## src/rtl/dah_consts.vh

```
/*
 * Constants for the converter array host control block.
 * Assumes a single 40 MHz system clock; included by the design module.
 */
`ifndef DAH_CONSTS_VH
`define DAH_CONSTS_VH

// Channel space
`define DAH_ADDR_W 5
`define DAH_CH_W 6
`define DAH_CODE_W 14
`define DAH_NUM_CH 32
`define DAH_OFFS_CH 6'h20
`define DAH_CH_ALL 6'h3F

// Serial frame lengths in bits
`define DAH_DAC_BITS 5'h14
`define DAH_SHM_BITS 5'h06
`define DAH_SH_W 20

// Reset pulse window on the follow/clear input
`define DAH_CLK_NS 25
`define DAH_RST_MIN_NS 90
`define DAH_RST_MAX_NS 200

// Pin vector layout after synchronisation
`define DAH_PIN_W 14
`define DAH_P_PICK 13
`define DAH_P_MODE 12
`define DAH_P_SYNC 11
`define DAH_P_SCLK 10
`define DAH_P_DIN 9
`define DAH_P_WR 8
`define DAH_P_OFFS 7
`define DAH_P_ADDR_HI 6
`define DAH_P_ADDR_LO 2
`define DAH_P_CAL 1
`define DAH_P_TRK 0

// Idle level of each pin when left floating
`define DAH_PULL_DEFAULT 14'h0A7D

`endif

```

## src/rtl/dah_ctrl.v

```verilog
/*
 * Digital control of a 32-channel converter array with sample-and-hold
 * acquisition: serial/parallel host interface, channel registers,
 * acquisition sequencing and busy flag, reset by short low pulse.
 * Assumes all host pins are asynchronous to clk (40 MHz) and that the
 * acquired sample arrives as a digital code on analog_sample_input.
 */
`timescale 1ns/100ps
`include "dah_consts.vh"

// Overview of operation
// Low on interface_pick selects the parallel port, high the serial one.
// Undriven pins read as their pull level: address, din, follow high.
// Parallel access picks one of 32 channels, top address pin as MSB.
// A parallel acquire-all request makes all 32 channels acquire at once.
// The active-low sync_n pin is chip select or serial frame by mode.
// A parallel access is wr_n low together with chip select low.
// offset_sel high redirects the parallel access to the offset channel.
// The host keeps sclk at or below 14 MHz, or 20 MHz in held mode.
// Serial input is sampled at each falling edge of sclk.
// Readback data changes on rising sclk and is captured on falling.
// busy_n is low while an acquisition runs and high when it is done.
// With follow_clear high, addressing a channel starts acquisition.
// With follow_clear low the channel follows; its rise starts acquiring.
// A low pulse of 90 to 200 ns on follow_clear resets the device.
// Reset clears every channel register, offset channel included.
// A converter-mode serial write loads 14 bits into the one channel.
// The low time of follow_clear is measured to tell reset from tracking.

module dah_ctrl #(
    parameter [15:0] ACQ_CYCLES = 16'h0028
)(
    // Clock and reset
    input wire clk,
    input wire nrst,
    // Mode selection
    input wire interface_pick,
    input wire held_sample_mode,
    // Serial port and shared select
    input wire sync_n,
    input wire sclk,
    input wire din,
    output reg dout,
    // Parallel port
    input wire wr_n,
    input wire offset_sel,
    input wire [4:0] channel_addr_pins,
    input wire acquire_all,
    // Acquisition control
    input wire follow_clear,
    input wire [13:0] analog_sample_input,
    output reg busy_n,
    output reg follow_active,
    output reg [5:0] follow_chan,
    // Register update report
    output reg load_strobe,
    output reg [5:0] load_chan,
    output reg [13:0] load_code,
    output reg dev_clear
);

    localparam integer RST_MIN =
        (`DAH_RST_MIN_NS + `DAH_CLK_NS - 1) / `DAH_CLK_NS;
    localparam integer RST_MAX = `DAH_RST_MAX_NS / `DAH_CLK_NS;
    localparam [7:0] RST_MIN_C = RST_MIN[7:0];
    localparam [7:0] RST_MAX_C = RST_MAX[7:0];
    localparam [7:0] LOW_SAT = 8'hFF;

    localparam ST_IDLE = 1'b0;
    localparam ST_ACQ = 1'b1;

    function [5:0] dah_chan_sel;
        input offs;
        input [4:0] addr;
        begin
            dah_chan_sel = offs ? `DAH_OFFS_CH : {1'b0, addr};
        end
    endfunction

    // Two-stage synchronisers; third stage only feeds edge detection
    reg [`DAH_PIN_W-1:0] pin_a;
    reg [`DAH_PIN_W-1:0] pin_b;
    reg [`DAH_PIN_W-1:0] pin_p;
    reg [13:0] smp_a;
    reg [13:0] smp_b;

    always @(posedge clk or negedge nrst)
    begin
        if (!nrst)
        begin
            pin_a <= `DAH_PULL_DEFAULT;
            pin_b <= `DAH_PULL_DEFAULT;
            pin_p <= `DAH_PULL_DEFAULT;
            smp_a <= 14'h0000;
            smp_b <= 14'h0000;
        end
        else
        begin
            pin_a <= {interface_pick, held_sample_mode, sync_n, sclk, din,
                      wr_n, offset_sel, channel_addr_pins, acquire_all,
                      follow_clear};
            pin_b <= pin_a;
            pin_p <= pin_b;
            smp_a <= analog_sample_input;
            smp_b <= smp_a;
        end
    end

    wire ser_mode = pin_b[`DAH_P_PICK];
    wire shm_mode = pin_b[`DAH_P_MODE];
    wire sel_low = ~pin_b[`DAH_P_SYNC];
    wire frame_start = pin_p[`DAH_P_SYNC] & ~pin_b[`DAH_P_SYNC];
    wire frame_end = ~pin_p[`DAH_P_SYNC] & pin_b[`DAH_P_SYNC];
    wire sclk_fall = pin_p[`DAH_P_SCLK] & ~pin_b[`DAH_P_SCLK];
    wire sclk_rise = ~pin_p[`DAH_P_SCLK] & pin_b[`DAH_P_SCLK];
    wire strobe_now = sel_low & ~pin_b[`DAH_P_WR];
    wire strobe_old = ~pin_p[`DAH_P_SYNC] & ~pin_p[`DAH_P_WR];
    wire par_access = ~ser_mode & strobe_now & ~strobe_old;
    wire cal_rise = ~ser_mode & pin_b[`DAH_P_CAL] & ~pin_p[`DAH_P_CAL];
    wire trk_high = pin_b[`DAH_P_TRK];
    wire trk_rise = pin_b[`DAH_P_TRK] & ~pin_p[`DAH_P_TRK];
    wire [5:0] par_chan = dah_chan_sel(pin_b[`DAH_P_OFFS],
        pin_b[`DAH_P_ADDR_HI:`DAH_P_ADDR_LO]);

    // Low-time measurement of the follow/clear input
    reg [7:0] low_cnt;
    wire rst_evt = trk_rise && low_cnt >= RST_MIN_C &&
        low_cnt <= RST_MAX_C;
    wire long_low = low_cnt > RST_MAX_C;

    always @(posedge clk or negedge nrst)
    begin
        if (!nrst)
        begin
            low_cnt <= 8'h00;
            dev_clear <= 1'b0;
        end
        else
        begin
            dev_clear <= rst_evt;
            if (trk_high)
                low_cnt <= 8'h00;
            else if (low_cnt != LOW_SAT)
                low_cnt <= low_cnt + 8'h01;
        end
    end

    // Serial shift-in, sampled on falling sclk inside a frame
    reg [`DAH_SH_W-1:0] sh_in;
    reg [4:0] bit_cnt;

    always @(posedge clk or negedge nrst)
    begin
        if (!nrst)
        begin
            sh_in <= 20'h0_0000;
            bit_cnt <= 5'h00;
        end
        else if (dev_clear || frame_start)
        begin
            sh_in <= 20'h0_0000;
            bit_cnt <= 5'h00;
        end
        else if (ser_mode && sel_low && sclk_fall)
        begin
            sh_in <= {sh_in[`DAH_SH_W-2:0], pin_b[`DAH_P_DIN]};
            if (bit_cnt != 5'h1F)
                bit_cnt <= bit_cnt + 5'h01;
        end
    end

    wire ser_end = ser_mode & frame_end;
    wire dac_write = ser_end & ~shm_mode &
        (bit_cnt == `DAH_DAC_BITS);
    wire [5:0] dac_chan = dah_chan_sel(sh_in[19], sh_in[18:14]);
    wire [13:0] dac_code = sh_in[13:0];
    wire ser_addr = ser_end & shm_mode & (bit_cnt == `DAH_SHM_BITS);
    wire [5:0] shm_chan = dah_chan_sel(sh_in[5], sh_in[4:0]);

    // A frame of the wrong length is dropped; it never half-loads a channel
    wire addr_evt = par_access | ser_addr;
    wire [5:0] addr_chan = ser_mode ? shm_chan : par_chan;

    // Acquisition sequencer
    reg state;
    reg [15:0] acq_cnt;
    reg [5:0] acq_chan;
    reg [5:0] last_chan;
    reg addr_valid;
    wire acq_done = (state == ST_ACQ) && (acq_cnt == 16'h0000);
    // Acquire-all wins over an address access in the same cycle
    wire addr_start = addr_evt & trk_high;
    wire trk_start = trk_rise & long_low & addr_valid;
    wire acq_start = cal_rise | addr_start | trk_start;
    wire [5:0] start_chan = cal_rise ? `DAH_CH_ALL :
        (addr_start ? addr_chan : last_chan);

    always @(posedge clk or negedge nrst)
    begin
        if (!nrst)
        begin
            state <= ST_IDLE;
            acq_cnt <= 16'h0000;
            acq_chan <= 6'h00;
            busy_n <= 1'b1;
        end
        else if (dev_clear)
        begin
            state <= ST_IDLE;
            busy_n <= 1'b1;
        end
        else
        begin
            case (state)
                ST_IDLE:
                begin
                    if (acq_start)
                    begin
                        state <= ST_ACQ;
                        acq_chan <= start_chan;
                        acq_cnt <= ACQ_CYCLES;
                        busy_n <= 1'b0;
                    end
                end
                ST_ACQ:
                begin
                    if (acq_done)
                    begin
                        state <= ST_IDLE;
                        busy_n <= 1'b1;
                    end
                    else
                        acq_cnt <= acq_cnt - 16'h0001;
                end
                default: state <= ST_IDLE;
            endcase
        end
    end

    // Last addressed channel; it follows once the low outlasts a reset
    always @(posedge clk or negedge nrst)
    begin
        if (!nrst)
        begin
            last_chan <= 6'h00;
            addr_valid <= 1'b0;
            follow_active <= 1'b0;
            follow_chan <= 6'h00;
        end
        else
        begin
            follow_active <= ~trk_high & long_low & addr_valid &
                ~dev_clear;
            follow_chan <= last_chan;
            if (dev_clear)
            begin
                last_chan <= 6'h00;
                addr_valid <= 1'b0;
            end
            else if (addr_evt | dac_write)
            begin
                last_chan <= addr_evt ? addr_chan : dac_chan;
                addr_valid <= 1'b1;
            end
        end
    end

    // Channel registers; index 32 is the offset channel
    reg [13:0] chan_reg [0:`DAH_NUM_CH];
    integer i;

    always @(posedge clk or negedge nrst)
    begin
        if (!nrst)
        begin
            for (i = 0; i <= `DAH_NUM_CH; i = i + 1)
                chan_reg[i] <= 14'h0000;
        end
        else if (dev_clear)
        begin
            for (i = 0; i <= `DAH_NUM_CH; i = i + 1)
                chan_reg[i] <= 14'h0000;
        end
        else if (dac_write)
            chan_reg[dac_chan] <= dac_code;
        else if (acq_done)
        begin
            for (i = 0; i <= `DAH_NUM_CH; i = i + 1)
                if (acq_chan == i[5:0] ||
                    (acq_chan == `DAH_CH_ALL && i < `DAH_NUM_CH))
                    chan_reg[i] <= smp_b;
        end
    end

    // Update report, one pulse per serial write or per completed acquisition
    always @(posedge clk or negedge nrst)
    begin
        if (!nrst)
        begin
            load_strobe <= 1'b0;
            load_chan <= 6'h00;
            load_code <= 14'h0000;
        end
        else
        begin
            load_strobe <= (dac_write | acq_done) & ~dev_clear;
            if (dac_write | acq_done)
            begin
                load_chan <= dac_write ? dac_chan : acq_chan;
                load_code <= dac_write ? dac_code : smp_b;
            end
        end
    end

    // Readback of the last addressed channel, MSB first
    reg [13:0] rb_shift;

    always @(posedge clk or negedge nrst)
    begin
        if (!nrst)
        begin
            rb_shift <= 14'h0000;
            dout <= 1'b0;
        end
        else if (dev_clear)
        begin
            rb_shift <= 14'h0000;
            dout <= 1'b0;
        end
        else if (ser_mode && frame_start)
            rb_shift <= chan_reg[last_chan];
        else if (ser_mode && sel_low && sclk_rise)
        begin
            dout <= rb_shift[13];
            rb_shift <= {rb_shift[12:0], 1'b0};
        end
    end

endmodule

```

## config.mk

```make
export PLATFORM = sky130hd
export DESIGN_NAME = dah_ctrl
export DESIGN_NICKNAME = d
export VERILOG_FILES = /design/src/rtl/dah_ctrl.v
export VERILOG_INCLUDE_DIRS = /design/src /design/src/rtl
export SDC_FILE = /design/constraint.sdc
export NUM_CORES = 1
export LEC_CHECK = 0
export BUFFER_PORTS_ARGS = -buffer_cell sky130_fd_sc_hd__buf_2
export CAP_MARGIN = 20
export CORE_UTILIZATION = 57
export DETAILED_ROUTE_END_ITERATION = 7
export GPL_TIMING_DRIVEN = 0
export MAX_ROUTING_LAYER = met4
export PLACE_DENSITY_LB_ADDON = 0.3
export RECOVER_POWER = 25
export SKIP_LAST_GASP = 1
export SLEW_MARGIN = 20
export SYNTH_ARGS = -nofsm -noshare
export SYNTH_HDL_FRONTEND = slang
export SYNTH_SLANG_ARGS = --single-unit
```

## constraint.sdc

```tcl
create_clock -name clk -period 2.6 [get_ports clk]
set_input_delay 0.78 -clock clk [delete_from_list [all_inputs] [get_ports clk]]
set_output_delay 0.78 -clock clk [all_outputs]
set_load 0.05 [all_outputs]
```

Word level (Yosys, flattened, before mapping)
Cells that the tools add are included.
{"block": "word_totals", "romBits": 0, "mem_bits_rw": 0, "in_bits": 30, "latch_bits": 0, "word_cells": 350, "n_memories": 0, "output_inout_bits": 31, "ff_bits": 638}
{"block": "classes", "add_sub_neg": 3, "order_cmp": 6, "n_eq_ne": 42, "div_mod_pow": 0, "n_bitwise": 44, "n_reduce_logical": 121, "shift": 0, "n_mul": 0, "mux": 79}
{"op": "two-way mux 462 bit", "count": 3}
{"op": "two-way mux 14 bit", "count": 40}
{"op": "bitwise mux 462 bit", "count": 1}
{"op": "nonzero test 3 bit", "count": 35}
{"op": "equality test 6 x 5 -> 1 bit (second input constant)", "count": 16}
{"op": "binary-select mux 14 bit (select 6 bit)", "count": 1}
{"op": "demux 14 bit (select 6 bit)", "count": 1}
{"op": "AND reduction 2 bit", "count": 36}
{"op": "two-way mux 6 bit", "count": 10}
{"op": "equality test 6 x 4 -> 1 bit (second input constant)", "count": 8}
{"op": "two-way mux 20 bit", "count": 2}
{"op": "logical OR 1 bit", "count": 33}
{"op": "two-way mux 16 bit", "count": 2}
{"op": "one-hot mux 16 bit (2 select lines)", "count": 1}
{"op": "equality test 6 x 3 -> 1 bit (second input constant)", "count": 4}
{"op": "AND 1 bit", "count": 23}
{"op": "logical NOT 16 bit", "count": 1}
{"op": "two-way mux 8 bit", "count": 2}
{"op": "subtractor 16 x 1 -> 16 bit (second input constant)", "count": 1}
{"op": "two-way mux 5 bit", "count": 3}
{"op": ">= comparator 7 bit (second input constant)", "count": 2}
{"op": "inverter 1 bit", "count": 14}
{"op": "inverter 6 -> 7 bit", "count": 2}
{"op": "equality test 6 x 2 -> 1 bit (second input constant)", "count": 2}
{"op": "other kinds (22)", "count": 52}

Depth between registers and ports, before layout
{"block": "depth", "depth_word": 12, "mapped_depth": 12, "ltp_nobuf": 9}

Least setup slack after synthesis
No wires, ideal clock.
{"block": "synth_path", "path_type": "register -> register", "startpoint": "register acq_cnt[0]", "endpoint": "register chan_reg[17] (netlist name)", "setup_slack_ns": -0.072, "t_arrival_ns": 2.546, "period_less_slack_ns": 2.672, "required_time_ns": 2.475, "setup_ns": 0.125, "stages_incl_launch_ff": 11, "path_buffers": 2, "cell_sequence": "dfrtp_1 -> inv_1 -> ha_1 -> or4b_1 -> nor4_4 -> buf_4 -> and2_4 -> nand3_4 -> o31ai_4 -> buf_8 -> mux2_4"}
{"block": "synth_via", "elab_chain_cells": 4}
{"element": "start, declared", "line_no": "dah_ctrl.v:186", "text": "reg [15:0] acq_cnt;"}
{"element": "start signal, assigned", "line_no": "dah_ctrl.v:233", "text": "acq_cnt <= acq_cnt - 16'h0001;"}
{"element": "logical NOT 16 bit", "line_no": "dah_ctrl.v:190", "text": "wire acq_done = (state == ST_ACQ) && (acq_cnt == 16'h0000);"}
{"element": "logical AND 1 bit", "line_no": "dah_ctrl.v:190"}
{"element": "nonzero test 3 bit (no source line)"}
{"element": "AND reduction 2 bit (no source line)"}
{"element": "end signal, assigned by index", "line_no": "dah_ctrl.v:285", "text": "chan_reg[dac_chan] <= dac_code;"}
{"element": "end signal, assigned by index", "line_no": "dah_ctrl.v:291", "text": "chan_reg[i] <= smp_b;"}
{"element": "end, declared", "line_no": "dah_ctrl.v:269", "text": "reg [13:0] chan_reg [0:`DAH_NUM_CH];"}
No other way between the ends.
A chain may end at the register's enable or synchronous reset.

Final worst setup path
{"block": "layout_path", "startpoint": "register pin_b[11]", "endpoint": "register chan_reg[175] (netlist name)"}
{"block": "layout_via", "elab_chain_cells": 6, "elab_cells_between_ends": 9, "cone_classes": "mux: 2; bitwise: 4; reduce/logical: 3"}
{"element": "start, declared", "line_no": "dah_ctrl.v:82", "text": "reg [`DAH_PIN_W-1:0] pin_b;"}
{"element": "start signal, assigned", "line_no": "dah_ctrl.v:92", "text": "pin_b <= `DAH_PULL_DEFAULT;"}
{"element": "start signal, assigned", "line_no": "dah_ctrl.v:102", "text": "pin_b <= pin_a;"}
{"element": "AND 1 bit *", "line_no": "dah_ctrl.v:113", "text": "wire frame_end = ~pin_p[`DAH_P_SYNC] & pin_b[`DAH_P_SYNC];"}
{"element": "AND 1 bit *", "line_no": "dah_ctrl.v:172", "text": "wire ser_end = ser_mode & frame_end;"}
{"element": "AND 1 bit * (2 in a row)", "line_no": "dah_ctrl.v:173", "text": "wire dac_write = ser_end & ~shm_mode &"}
{"element": "nonzero test 3 bit (no source line) / two-way mux 462 bit (equally long branches)"}
{"element": "AND reduction 2 bit (no source line) / two-way mux 462 bit (equally long branches)"}
Every way passes the cells marked *; elsewhere a longest branch is shown, timed or not.

==> metrics.csv <==
stage;metric;value;unit
power_and_ir_drop;power_frac_comb;29.0;%
power_and_ir_drop;p_seq_share;39.9;%
cts;clkLatencyLatePin;660;ps
power_and_ir_drop;power.internal;0.0222;W
placed_design;post_dp_cell_area;33600;sq um
power_and_ir_drop;finalPower;0.0332;W
power_and_ir_drop;peakVddDrop;0.000813;V
global_routing;antenna_found_initial;6;
drt;num_vias;28327;
sta;layout_min_cycle_time;3100;ps
logic_synthesis;yosys.area_share.adder;0.273;%
logic_synthesis;ys_seq_elements;631;
sta;maxSlewHeadroom;13.8;%
sta;worst_slack;-499;ps
final_layout;fin_nets;3138;
global_routing;grt_pass1_wl;186000;microns
logic_synthesis;synth-edff-count;0;
logic_synthesis;synth.cell_area;32100;sq um
cts;cts_sinks;631;
logic_synthesis;ys_seq_area_share;49.3;%
sta;hold_violations;0;
sta;drv_slew;0;
drt;dr.pass1.iters;8;
logic_synthesis;synthSimpleGateAreaFrac;7.11;%
logic_synthesis;synth.top_cell.area_share;47.8;%
global_routing;grt_max_degree;102;
critical_path;crit_top_cell;clkbuf_8;
final_layout;drive_gt1_share;43.1;%
cts;cts_root_buffer;clkbuf_16;
final_layout;layout_common_cells;dfrtp_1 (608), a21oi_1 (376), mux2_4 (251);
critical_path;critPathLaunchType;flop;
die;fp.dieH;239;microns
die;num_rows;86;
logic_synthesis;netlist_top_cells_area;dfrtp_1 (48%), mux2_2 (13%), mux4_2 (8.8%), a21oi_1 (7.0%), clkbuf_1 (2.5%);
logic_synthesis;synth.mux.area_fraction;24.3;%
min_path;min_path_type;in2async;
sta;max_slew.worst_pin.slew;1290;ps
global_routing;grtUsageTotal;47.0;%
cts;cts_buffers;68;
logic_synthesis;synth-async-reset-ratio;100;%
drt;wl_per_cell;35.8;microns
power_and_ir_drop;p_sw;0.0110;W
placed_design;dp_slack;-1530;ps
sta;fin_crit_sh;119;%
cts;cts_tree;yes;
sta;finalClockSkew;46.6;ps
power_and_ir_drop;power_leakage;18.7;nW
cts;clock_path_buffers;3;
drt;post-route-drc-count;0;
critical_path;critPathKind;reg2reg;
die;start_util;58.0;%
drt;final_antenna_net_count;0;
final_layout;final_common_cell;dfrtp_1;
drt;avgViaCountPerCell;7.25;
critical_path;cpPeakStageDelay;610;ps
drt;first_iter_violations;4137;
critical_path;end_kind;flop;
outcome;violations;setup timing;
critical_path;path_delay_family;buffers and inverters;
logic_synthesis;synthXorXnorAreaFrac;0.191;%
logic_synthesis;synth_cell_types;77;
critical_path;path_buf_inv;5;
die;core;55300;sq um
die;io_pins;61;
power_and_ir_drop;powerDensity;787;nW/um^2
placed_design;io_buffers;60;
logic_synthesis;syn_avg_cell_area;11.5;sq um
final_layout;largest_register_ffs;462;
final_layout;post-route-util;76.3;%
outcome;status;finished with violations;
cts;h-tree-depth;3;
critical_path;path_cells;nand4b_1, buf_6, buf_12, nor3_4, buf_8, clkbuf_8, nand2_1, a21o_4, clkbuf_8, a21oi_1, mux2_4;
placed_design;place_congestion;1.05;
placed_design;dpl.hpwl;86700;microns
final_layout;synthToLayoutAreaGrowth;31.7;%
logic_synthesis;synth_area_leader_cell;dfrtp_1;
logic_synthesis;synth_nets;2819;
logic_synthesis;synth-compound-area-share;14.8;%
sta;finalSetupViolCount;488;
die;die_x;239;microns
sta;max_freq;323;MHz
global_routing;grt.overflow.total;0;
die;die_area;57200;sq um
logic_synthesis;synth_cells;2782;
cts;clk_pin_slew_worst_paths;60;ps
power_and_ir_drop;p_sw_share;33.2;%
job;maxCapViolations;0;
critical_path;crit_path_max_fanout;10;
critical_path;arrival;3670;ps
sta;rsz0062_at_grt;true;
critical_path;critical_path.slowest_cell;dfstp_1;
final_layout;final_area;42200;sq um
power_and_ir_drop;pwr-share-clk;31.1;%
logic_synthesis;synth_flop_cell;dfrtp_1;
drt;routed_wl;140000;microns
global_routing;grt_pass1_vias;27231;
logic_synthesis;yosys_warnings;0;
logic_synthesis;synth_top_family_by_area;multiplexers;
critical_path;required;3170;ps
==> logic make-up after synthesis <==
group           after synthesis
simple gates                474
fa+ha+maj                     7
flops                       631
mux                         571
compound gates              789
buf+inv                     303
xor+xnor                      7
==> worst reg2reg max path, cell delays in order, from the launching register on <==
cell and delay [ps]:
dfstp_1 610, nand4b_1 150, buf_6 160, buf_12 120, nor3_4 170, buf_8 190, clkbuf_8 200, nand2_1 290
a21o_4 370, clkbuf_8 180, a21oi_1 330, mux2_4 260
==> cell type report <==
| cell class | instances | area [sq um] |
|---|---|---|
| antenna | 7 | 17.5 |
| tap | 748 | 936 |
| buffer | 268 | 2470 |
| inverter | 16 | 60.1 |
| multi-input combinational | 1848 | 17500 |
| sequential | 631 | 15800 |
| clock inverter | 19 | 277 |
| timing repair buffer | 268 | 3050 |
| fill | 3393 | 13100 |
| clock buffer | 101 | 2040 |
==> routing by layer <==
metal / global-route usage [%] / up-vias / share of wire (%)
met5: - / - / 0
met4: 28.0 / 0 / 7.8
met3: 13.0 / 672 / 13
met2: 65.1 / 2345 / 42
met1: 61.8 / 14395 / 37
li1: - / 10915 / -
==> power groups by stage <==
| stage | clock [W] | combinational [W] | sequential, W |
|---|---|---|---|
| after floorplan | 0 | 0.00504 | 0.0130 |
| after global placement | 0 | 0.00737 | 0.0129 |
| after detailed placement | 0 | 0.00757 | 0.0131 |
| after CTS | 0.0102 | 0.00856 | 0.0130 |
| after global routing | 0.0106 | 0.00997 | 0.0133 |
| final | 0.0103 | 0.00964 | 0.0132 |
==> cells in the mapped netlist (all sizes together), types with 29 or more instances <==
| master | number |
|---|---|
| dfrtp | 612 |
| a21oi | 448 |
| mux2 | 390 |
| clkbuf | 214 |
| nand2 | 204 |
| mux4 | 125 |
| nor2 | 93 |
| o21ai | 84 |
| buf | 73 |
| mux2i | 56 |
| a21o | 55 |
| nand3 | 34 |
| a211oi | 29 |
==> metrics by stage <==
step | hold WS, ps | TNS (ps) | cells
after global placement | 334 | -7905940 | 3590
after floorplan | 331 | -1250 | 2782
final | 71.8 | -101520 | 3906
after global routing | 95.7 | -147900 | 3905
after detailed placement | 335 | -529020 | 3598
after CTS | 98.6 | -68200 | 3859
==> what timing repair did <==
| item | in CTS | in global routing |
|---|---|---|
| setup endpoints to repair | 555 | 509 |
| pin swaps | 62 | 73 |
| gates resized for setup | 762 | 463 |
| setup buffers | 110 | 36 |
| cloned | 43 | 17 |
| hold buffers | 0 | 0 |
==> path summary, 6_finish.rpt <==
kind,start,cells after the start,slack (ps),end
min reg2reg,pin_a[7]$_DFF_PN0_,0,350,pin_b[7]$_DFF_PN0_
min in group clk,din,1,240,pin_a[9]$_DFF_PN1_
max in group asynchronous,nrst,4,90,chan_reg[94]$_DFFE_PN0P_
max reg2reg,pin_b[11]$_DFF_PN1_,11,-500,chan_reg[175]$_DFFE_PN0P_
max,pin_b[11]$_DFF_PN1_,11,-500,chan_reg[175]$_DFFE_PN0P_
min,nrst,1,70,bit_cnt[3]$_DFFE_PN0P_
(Power assumes the default switching activity.)
